File: src/pkg/mpcd_pkg.sv
// Constants and carrier types for the master interrupt controller command port decode
package mpcd_pkg;

    localparam logic [7:0] CMD_PORT_ADDR = 8'h20;
    localparam logic [7:0] DATA_PORT_ADDR = 8'h21;

    // Command and data port byte layout
    localparam int INIT_SEL_BIT = 4;
    localparam int OCW_SEL_BIT = 3;
    localparam int POLL_BIT = 2;
    localparam int SMM_HI = 6;
    localparam int SMM_LO = 5;
    localparam int RSEL_HI = 1;
    localparam int RSEL_LO = 0;
    localparam int EOI_HI = 7;
    localparam int EOI_LO = 5;
    localparam int LVL_HI = 2;
    localparam int LVL_LO = 0;
    localparam int VBASE_HI = 7;
    localparam int VBASE_LO = 3;
    localparam int SINGLE_CONTROLLER_FLAG_BIT = 1;
    localparam int IC4_BIT = 0;
    localparam int POLL_ANY_BIT = 7;

    localparam logic [1:0] SMM_CLEAR = 2'h2;
    localparam logic [1:0] SMM_SET = 2'h3;
    localparam logic [1:0] RSEL_REQ = 2'h2;
    localparam logic [1:0] RSEL_ISR = 2'h3;

    localparam logic [2:0] EOI_AEOI_ROT_CLR = 3'h0;
    localparam logic [2:0] EOI_NONSPEC = 3'h1;
    localparam logic [2:0] EOI_NOP = 3'h2;
    localparam logic [2:0] EOI_SPECIFIC = 3'h3;
    localparam logic [2:0] EOI_AEOI_ROT_SET = 3'h4;
    localparam logic [2:0] EOI_ROT_NONSPEC = 3'h5;
    localparam logic [2:0] EOI_SET_PRIO = 3'h6;
    localparam logic [2:0] EOI_ROT_SPECIFIC = 3'h7;

    localparam logic [4:0] RST_VBASE = 5'h00;
    localparam logic [7:0] RST_WORD = 8'h00;

    typedef enum logic [3:0] {
        ST_READY = 4'h1,
        ST_W2 = 4'h2,
        ST_W3 = 4'h4,
        ST_W4 = 4'h8
    } mpcd_state_t;

    typedef struct packed {
        logic wr;
        logic rd;
        logic [7:0] addr;
        logic [7:0] wdata;
    } mpcd_bus_t;

    typedef struct packed {
        logic valid;
        logic nonspec;
        logic specific;
        logic rotate;
        logic set_prio;
        logic [2:0] level;
    } mpcd_eoi_t;

    typedef struct packed {
        mpcd_state_t state;
        logic init_done;
        logic [7:0] first_word;
        logic [4:0] vbase;
        logic [7:0] third_word;
        logic [7:0] fourth_word;
        logic special_mask;
        logic rsel_isr;
        logic poll;
        logic aeoi_rotate;
        mpcd_eoi_t eoi;
        logic [7:0] rdata;
        logic rvalid;
        logic [7:0] vector;
    } mpcd_regs_t;

endpackage

File: src/mpcd_vec_form.sv
// Vector and poll byte former for the master interrupt controller
`timescale 1ns/1ps
module mpcd_vec_form #(
    parameter int N_LEVELS = 8
) (
    input wire logic [4:0] i_vbase,
    input wire logic [2:0] i_level,
    input wire logic [N_LEVELS-1:0] i_request,
    output logic [7:0] o_vector,
    output logic [7:0] o_poll_byte
);

    generate
        if (N_LEVELS != 8)
        begin : g_bad_levels
            $error("mpcd_vec_form serves exactly eight levels");
        end
    endgenerate

    logic [2:0] top_level;

    assign o_vector = {i_vbase, i_level};

    // Fixed priority, level 0 highest; rotation is resolved elsewhere
    always_comb
    begin
        top_level = 3'h0;
        for (int i = N_LEVELS - 1; i >= 0; i--)
        begin
            if (i_request[i])
            begin
                top_level = i[2:0];
            end
        end
    end

    assign o_poll_byte = {|i_request, 4'h0, top_level};

endmodule // mpcd_vec_form

File: src/mpcd_top.sv
// Command and data port decode of the master interrupt controller
`timescale 1ns/1ps

////////////////////////////////////////////////////////////////////////////////
// Behaviour
// - Special mask field 10 clears, 11 sets, 00 and 01 leave special mask.
// - Command write with bit 4 set is the first initialization word.
// - Command write with bit 4 clear, bit 3 set updates mask-and-poll word.
// - Command write with bits 4 and 3 clear is the EOI/priority word.
// - Bit 2 of the mask-and-poll word arms a poll; zero means no poll.
// - Read-select 10 returns request register, 11 in-service register next.
// - Read-select 00 or 01 keeps the previously selected status register.
// - Vector is five-bit base in bits 7-3 above the level in 2-0.
// - First initialization word resets state and rewinds the word pointer.
// - Each data port write during initialization loads the current word and advances the pointer; in ready it does nothing.
// - Pointer skips the third word when the single-controller flag is 1.
// - Pointer skips the fourth word when the fourth-word-needed flag is 0.
// - EOI field 001 nonspecific, 011 specific, 101 rotate on nonspecific.
// - EOI level field picks level 0 to 7 for specific or priority commands.
module mpcd_top #(
    parameter int N_LEVELS = 8
) (
    input wire logic i_clk,
    input wire logic i_arst_n,
    input wire mpcd_pkg::mpcd_bus_t i_bus,
    input wire logic [N_LEVELS-1:0] i_request,
    input wire logic [N_LEVELS-1:0] i_in_service,
    input wire logic [2:0] i_int_level,
    output logic [7:0] o_rdata,
    output logic o_rvalid,
    output logic [7:0] o_vector,
    output mpcd_pkg::mpcd_eoi_t o_eoi,
    output logic o_special_mask,
    output logic o_aeoi_rotate,
    output logic o_init_done,
    output logic [7:0] o_first_word,
    output logic [7:0] o_third_word,
    output logic [7:0] o_fourth_word
);

    generate
        if (N_LEVELS != 8)
        begin : g_bad_levels
            $error("mpcd_top serves exactly eight levels");
        end
    endgenerate

    ////////////////////////////////////////////////////////////////////////////
    // Decode

    mpcd_pkg::mpcd_regs_t st_r;
    mpcd_pkg::mpcd_regs_t st_nxt;
    logic cmd_wr;
    logic cmd_rd;
    logic data_wr;
    logic init_wr;
    logic ocw3_wr;
    logic ocw2_wr;
    logic [7:0] wd;
    logic [7:0] vec_w;
    logic [7:0] poll_byte_w;

    assign wd = i_bus.wdata;
    assign cmd_wr = i_bus.wr && (i_bus.addr == mpcd_pkg::CMD_PORT_ADDR);
    assign data_wr = i_bus.wr && (i_bus.addr == mpcd_pkg::DATA_PORT_ADDR);
    assign cmd_rd = i_bus.rd && (i_bus.addr == mpcd_pkg::CMD_PORT_ADDR);
    assign init_wr = cmd_wr && wd[mpcd_pkg::INIT_SEL_BIT];
    assign ocw3_wr = cmd_wr && !wd[mpcd_pkg::INIT_SEL_BIT] && wd[mpcd_pkg::OCW_SEL_BIT];
    assign ocw2_wr = cmd_wr && !wd[mpcd_pkg::INIT_SEL_BIT] && !wd[mpcd_pkg::OCW_SEL_BIT];

    mpcd_vec_form #(
        .N_LEVELS(N_LEVELS)
    ) u_vec_form (
        .i_vbase(st_r.vbase),
        .i_level(i_int_level),
        .i_request(i_request),
        .o_vector(vec_w),
        .o_poll_byte(poll_byte_w)
    );

    ////////////////////////////////////////////////////////////////////////////
    // Next state

    always_comb
    begin
        st_nxt = st_r;
        st_nxt.eoi.valid = 1'b0;
        st_nxt.rvalid = 1'b0;
        st_nxt.vector = vec_w;
        // Reads first, so a write in the same cycle wins over a poll clear
        if (i_bus.rd)
        begin
            st_nxt.rvalid = 1'b1;
            st_nxt.rdata = 8'h00;
            if (cmd_rd)
            begin
                if (st_r.poll)
                begin
                    st_nxt.rdata = poll_byte_w;
                    st_nxt.poll = 1'b0;
                end
                else
                begin
                    st_nxt.rdata = st_r.rsel_isr ? i_in_service : i_request;
                end
            end
        end
        if (init_wr)
        begin
            st_nxt.state = mpcd_pkg::ST_W2;
            st_nxt.init_done = 1'b0;
            st_nxt.first_word = wd;
            st_nxt.special_mask = 1'b0;
            st_nxt.rsel_isr = 1'b0;
            st_nxt.poll = 1'b0;
            st_nxt.aeoi_rotate = 1'b0;
        end
        else if (ocw3_wr)
        begin
            if (wd[mpcd_pkg::SMM_HI:mpcd_pkg::SMM_LO] == mpcd_pkg::SMM_SET)
            begin
                st_nxt.special_mask = 1'b1;
            end
            else if (wd[mpcd_pkg::SMM_HI:mpcd_pkg::SMM_LO] == mpcd_pkg::SMM_CLEAR)
            begin
                st_nxt.special_mask = 1'b0;
            end
            st_nxt.poll = wd[mpcd_pkg::POLL_BIT];
            if (wd[mpcd_pkg::RSEL_HI])
            begin
                st_nxt.rsel_isr = wd[mpcd_pkg::RSEL_LO];
            end
        end
        else if (ocw2_wr)
        begin
            st_nxt.eoi.level = wd[mpcd_pkg::LVL_HI:mpcd_pkg::LVL_LO];
            st_nxt.eoi.nonspec = 1'b0;
            st_nxt.eoi.specific = 1'b0;
            st_nxt.eoi.rotate = 1'b0;
            st_nxt.eoi.set_prio = 1'b0;
            st_nxt.eoi.valid = 1'b1;
            unique case (wd[mpcd_pkg::EOI_HI:mpcd_pkg::EOI_LO])
                mpcd_pkg::EOI_NONSPEC: st_nxt.eoi.nonspec = 1'b1;
                mpcd_pkg::EOI_SPECIFIC: st_nxt.eoi.specific = 1'b1;
                mpcd_pkg::EOI_ROT_NONSPEC:
                begin
                    st_nxt.eoi.nonspec = 1'b1;
                    st_nxt.eoi.rotate = 1'b1;
                end
                mpcd_pkg::EOI_ROT_SPECIFIC:
                begin
                    st_nxt.eoi.specific = 1'b1;
                    st_nxt.eoi.rotate = 1'b1;
                end
                mpcd_pkg::EOI_SET_PRIO: st_nxt.eoi.set_prio = 1'b1;
                mpcd_pkg::EOI_AEOI_ROT_SET:
                begin
                    st_nxt.eoi.valid = 1'b0;
                    st_nxt.aeoi_rotate = 1'b1;
                end
                mpcd_pkg::EOI_AEOI_ROT_CLR:
                begin
                    st_nxt.eoi.valid = 1'b0;
                    st_nxt.aeoi_rotate = 1'b0;
                end
                mpcd_pkg::EOI_NOP: st_nxt.eoi.valid = 1'b0;
            endcase
        end
        // Data port writes outside the init sequence belong to the mask logic
        if (data_wr)
        begin
            unique case (st_r.state)
                mpcd_pkg::ST_W2:
                begin
                    st_nxt.vbase = wd[mpcd_pkg::VBASE_HI:mpcd_pkg::VBASE_LO];
                    if (!st_r.first_word[mpcd_pkg::SINGLE_CONTROLLER_FLAG_BIT])
                    begin
                        st_nxt.state = mpcd_pkg::ST_W3;
                    end
                    else if (st_r.first_word[mpcd_pkg::IC4_BIT])
                    begin
                        st_nxt.state = mpcd_pkg::ST_W4;
                    end
                    else
                    begin
                        st_nxt.state = mpcd_pkg::ST_READY;
                        st_nxt.init_done = 1'b1;
                    end
                end
                mpcd_pkg::ST_W3:
                begin
                    st_nxt.third_word = wd;
                    if (st_r.first_word[mpcd_pkg::IC4_BIT])
                    begin
                        st_nxt.state = mpcd_pkg::ST_W4;
                    end
                    else
                    begin
                        st_nxt.state = mpcd_pkg::ST_READY;
                        st_nxt.init_done = 1'b1;
                    end
                end
                mpcd_pkg::ST_W4:
                begin
                    st_nxt.fourth_word = wd;
                    st_nxt.state = mpcd_pkg::ST_READY;
                    st_nxt.init_done = 1'b1;
                end
                mpcd_pkg::ST_READY:
                begin
                    st_nxt.state = mpcd_pkg::ST_READY;
                end
            endcase
        end
    end

    ////////////////////////////////////////////////////////////////////////////
    // State register

    always_ff @(posedge i_clk or negedge i_arst_n)
    begin
        if (!i_arst_n)
        begin
            st_r <= '{state: mpcd_pkg::ST_READY, init_done: 1'b0, first_word: mpcd_pkg::RST_WORD,
                      vbase: mpcd_pkg::RST_VBASE, third_word: mpcd_pkg::RST_WORD,
                      fourth_word: mpcd_pkg::RST_WORD, special_mask: 1'b0, rsel_isr: 1'b0,
                      poll: 1'b0, aeoi_rotate: 1'b0, eoi: '0, rdata: mpcd_pkg::RST_WORD,
                      rvalid: 1'b0, vector: mpcd_pkg::RST_WORD};
        end
        else
        begin
            st_r <= st_nxt;
        end
    end

    assign o_rdata = st_r.rdata;
    assign o_rvalid = st_r.rvalid;
    assign o_vector = st_r.vector;
    assign o_eoi = st_r.eoi;
    assign o_special_mask = st_r.special_mask;
    assign o_aeoi_rotate = st_r.aeoi_rotate;
    assign o_init_done = st_r.init_done;
    assign o_first_word = st_r.first_word;
    assign o_third_word = st_r.third_word;
    assign o_fourth_word = st_r.fourth_word;

    ////////////////////////////////////////////////////////////////////////////
    // Assertions

    a_init_word_take: assert property (
        @(posedge i_clk) disable iff (!i_arst_n)
        init_wr |=> (st_r.state == mpcd_pkg::ST_W2) && (o_first_word == $past(wd))
            && !o_special_mask && !st_r.poll && !o_init_done)
        else $error("first init word not taken");

    a_smm_control: assert property (
        @(posedge i_clk) disable iff (!i_arst_n)
        ocw3_wr |=> o_special_mask == ($past(wd[6]) ? $past(wd[5]) : $past(o_special_mask)))
        else $error("special mask mode wrong");

    a_ocw3_no_eoi: assert property (
        @(posedge i_clk) disable iff (!i_arst_n)
        ocw3_wr |=> !o_eoi.valid && (st_r.poll == $past(wd[2])))
        else $error("mask-and-poll word misrouted");

    a_rsel_keep: assert property (
        @(posedge i_clk) disable iff (!i_arst_n)
        (ocw3_wr && !wd[1]) |=> st_r.rsel_isr == $past(st_r.rsel_isr))
        else $error("read select changed on no-change code");

    a_status_read: assert property (
        @(posedge i_clk) disable iff (!i_arst_n)
        (cmd_rd && !st_r.poll) |=> o_rvalid
            && (o_rdata == ($past(st_r.rsel_isr) ? $past(i_in_service) : $past(i_request))))
        else $error("status read returned wrong register");

    a_poll_read: assert property (
        @(posedge i_clk) disable iff (!i_arst_n)
        (cmd_rd && st_r.poll && !i_bus.wr) |=> o_rvalid && !st_r.poll
            && (o_rdata[7] == |$past(i_request)) && (o_rdata[6:3] == 4'h0))
        else $error("poll read wrong");

    a_eoi_nonspec: assert property (
        @(posedge i_clk) disable iff (!i_arst_n)
        (ocw2_wr && wd[7:5] == 3'h1) |=> o_eoi.valid && o_eoi.nonspec && !o_eoi.rotate
            && (o_eoi.level == $past(wd[2:0])) ##1 (!o_eoi.valid || $past(ocw2_wr)))
        else $error("nonspecific EOI decode wrong");

    a_vector_form: assert property (
        @(posedge i_clk) disable iff (!i_arst_n)
        ##1 o_vector == {$past(st_r.vbase), $past(i_int_level)})
        else $error("vector not formed from base and level");

    a_ptr_skip: assert property (
        @(posedge i_clk) disable iff (!i_arst_n)
        (data_wr && st_r.state == mpcd_pkg::ST_W2) |=> st_r.vbase == $past(wd[7:3])
            && st_r.state == (!$past(st_r.first_word[1]) ? mpcd_pkg::ST_W3 :
                $past(st_r.first_word[0]) ? mpcd_pkg::ST_W4 : mpcd_pkg::ST_READY))
        else $error("init pointer advanced wrongly");

endmodule // mpcd_top

File: config.mk
export PLATFORM = sky130hd
export DESIGN_NAME = mpcd_top
export DESIGN_NICKNAME = d
export VERILOG_FILES = /design/src/pkg/mpcd_pkg.sv /design/src/mpcd_vec_form.sv /design/src/mpcd_top.sv
export SDC_FILE = /design/constraint.sdc
export NUM_CORES = 1
export LEC_CHECK = 0
export ABC_AREA = 1
export BUFFER_PORTS_ARGS = -buffer_cell sky130_fd_sc_hd__buf_2
export CORE_ASPECT_RATIO = 1.5
export CORE_MARGIN = 2
export CORE_UTILIZATION = 40
export DETAILED_ROUTE_END_ITERATION = 16
export GPL_TIMING_DRIVEN = 0
export SETUP_SLACK_MARGIN = 0.2
export SLEW_MARGIN = 20
export SYNTH_ARGS = -nofsm -noshare
export SYNTH_HDL_FRONTEND = slang
export SYNTH_SLANG_ARGS = --single-unit
File: constraint.sdc
create_clock -name i_clk -period 2.5 [get_ports i_clk]
set_input_delay 0.375 -clock i_clk [delete_from_list [all_inputs] [get_ports i_clk]]
set_output_delay 0.375 -clock i_clk [all_outputs]
set_load 0.05 [all_outputs]
==> results.md <==
* Boundary Pins at 91
* H-tree depth at 3
* Tightest Pin Transition at 0.499 ns
* All-Layer GR Usage at 0.174
* Hold Crit Depth at 1
* Rel. slew slack at 0.667
* Cts hold-fix bufs at 1
* R2R depth at 7
* Antenna violations before repair at 0
* Cells after synthesis at 352
* Placed instance area at 3770 um2
* Fraction of layout cells with a size suffix above 1 at 0.411
* ANT nets after route at 0
* Min-Delay Endpoint: o_vector[2]
* Reg2reg start: st_r[60]
* R2r endpoint: o_third_word[3]
* Post-synth ARST share at 1.00
* Design area at 4080 um2
* Final Setup Violations at 0
* GP Congestion at 0.834
* Num CTS Buffers at 9
* WP data required at 2.12 ns
* ANT cells at 0
* Via count at 2,560
* Chip width at 76.6 um
* Kind of critical path: reg -> out
* Critical Path AT at 1.10 ns
* Routed WL at 7060 um
* Power Total at 2.49 mW
* Distinct cells, synth at 30
* Hold Crit Start: i_int_level[2]
* Synth top area share at 0.491
* Clk pin slew, worst setup/hold paths at 0.05 ns
* CTS Sinks at 63
* Post-route setup TNS at 0 ns
* Power Density at 612 nW/um2
* Clock skew at 0.00699 ns
* CTS tree: built
* Post-synth EDFFs at 0
* Register area share after synthesis at 0.499
* Crit Path Max Fanout at 5
* Worst setup SP type: register
* Synth top area cells: dfrtp_1, buf_4, nand2_1
* Top_reg_cell synth: dfrtp_1
* Initial DRC Count at 161
* Crit path capture type: output pin
* Top achievable clock speed at 0.676 GHz
* Warnings, synthesis at 0
* Area of the die at 8640 um2
* Post-Syn Area at 3160 um2
* Area Growth Syn to Fin at 29.1%
* Initial core utilization at 0.413
* Minimum clock period at 1.48 ns
* Die Y-Extent at 113 um
* Crit path from: o_first_word[0]
* Mapped Nets at 391
* First-pass GRT wire length at 11,600 um
* Largest net degree at the start of global routing at 52
* Via density at 4.56
* RSZ-0062 raised after global routing: false
* Max-slew violation count at 0
* First-pass detailed-route iteration total at 4
* Final net count at 494
* Overflow left after global routing at 0
* Vias in the first global route at 2,464
* Detailed Place HPWL at 5200 um
* I/O Buffers at 90
* Resize count post-CTS at 0
* Status: finished, final reports clean
* Clk Latency, worst-skew pair at 0.33 ns
* Clock root buffer: clkbuf_16
* Worst Hold Class: in -> reg
* Post-synth top area cell: dfrtp_1
* VDD IR max at 0.000309 V
* Final Cycle Share at 0.592
* Leakage power at 2.28 nW
* Hold Vio Cnt, Final at 0
* Max_cap viols at 0
* Routed length per instance at 12.6 um
* Number of synthesized register bits at 63
* Reg2Reg Setup Slack at 1.07 ns
* Final routed DRC violation total at 0
* Row count at 39
* Syn Area/Cell at 8.98 um2
* Longest Clk Path Bufs at 2
* Core area at 7660 um2
* Post-CTS Setup Repair Bufs at 0
-- synth_stat cells (all sizes together) (2+ instances only) --
cell type  number
o211ai          5
nor3            6
nand3          16
clkbuf          2
a21oi           6
o31ai           2
nor2           17
o21ai          47
inv            29
nand2          97
nand4           5
buf            53
dfrtp          62
-- registers in the layout, indices dropped and copies added (netlist names), 8 cells and up --
name,flops
st_r,11
o_eoi,8
o_first_word,8
o_fourth_word,8
o_rdata,8
o_third_word,8
o_vector,8
-- where the power goes --
group	internal [mW]	switching, mW	leakage (nW)
clock network	0.797	0.438	0.149
logic	0.0691	0.139	1.27
registers	1.04	0.0118	0.855
-- cell usage in the layout, fill, tap and decap left out, types with 2 or more instances in the layout --
master	count
a21oi_1	6
buf_2	91
buf_4	50
buf_6	2
clkbuf_1	3
clkbuf_16	9
clkinv_2	2
clkinv_4	2
dfrtp_1	62
inv_1	28
nand2_1	93
nand2_2	4
nand3_1	13
nand3_2	2
nand4_1	3
nand4_4	2
nor2_1	9
nor2_2	4
nor2_4	3
nor3_1	6
o211ai_1	5
o21ai_0	11
o21ai_1	27
o21ai_2	9
o31ai_2	2
-- critical path, stage by stage (launching register included) --
cell and delay (ns):
dfrtp_1 0.40, buf_4 0.13, buf_2 0.24
-- kinds of logic after synthesis --
| group | count (synthesis) | share of synthesized area |
|---|---|---|
| buffers and inverters | 85 | 0.165 |
| AND/OR/NAND/NOR | 142 | 0.218 |
| AO/OA/AOI/OAI | 62 | 0.118 |
| flip-flops | 63 | 0.499 |
-- routing by layer --
| metal | wire [um] | GRT usage |
|---|---|---|
| met1 | 3040 | 0.212 |
| met2 | 3530 | 0.288 |
| met3 | 435 | 0.0590 |
| met4 | 42 | 0.0618 |
| met5 | 0 | 0 |
-- metrics by stage --
step           setup slack (ns)  utilization  hold slack [ns]  instances
2_1_floorplan              1.14            -           0.0794        352
3_3_place_gp              0.823        0.488            0.363        544
3_5_place_dp              0.888        0.492            0.241        545
4_1_cts                   0.995        0.532            0.137        562
5_1_grt                   0.951        0.532            0.140        562
6_report                   1.02        0.532            0.149        562
-- worst max-delay path by stage --
stage                     slack [ns]              end
after floorplan                 1.14         o_eoi[5]
after global placement          0.82  o_first_word[4]
after detailed placement        0.89         o_eoi[5]
after CTS                        1.0  o_first_word[0]
after global routing            0.95  o_third_word[3]
final                           1.02  o_first_word[0]
-- layout make-up --
cell class / instances / area, um2
fillers: 736 / 3580
repair buffers: 92 / 490
well taps: 102 / 128
flip-flops and latches: 63 / 1580
plain buffers: 55 / 408
clock inverters: 5 / 57.6
multi-input cells: 204 / 1060
clock buffers: 11 / 243
inverters: 30 / 113
Note: power is estimated with default switching activity, not from simulation.
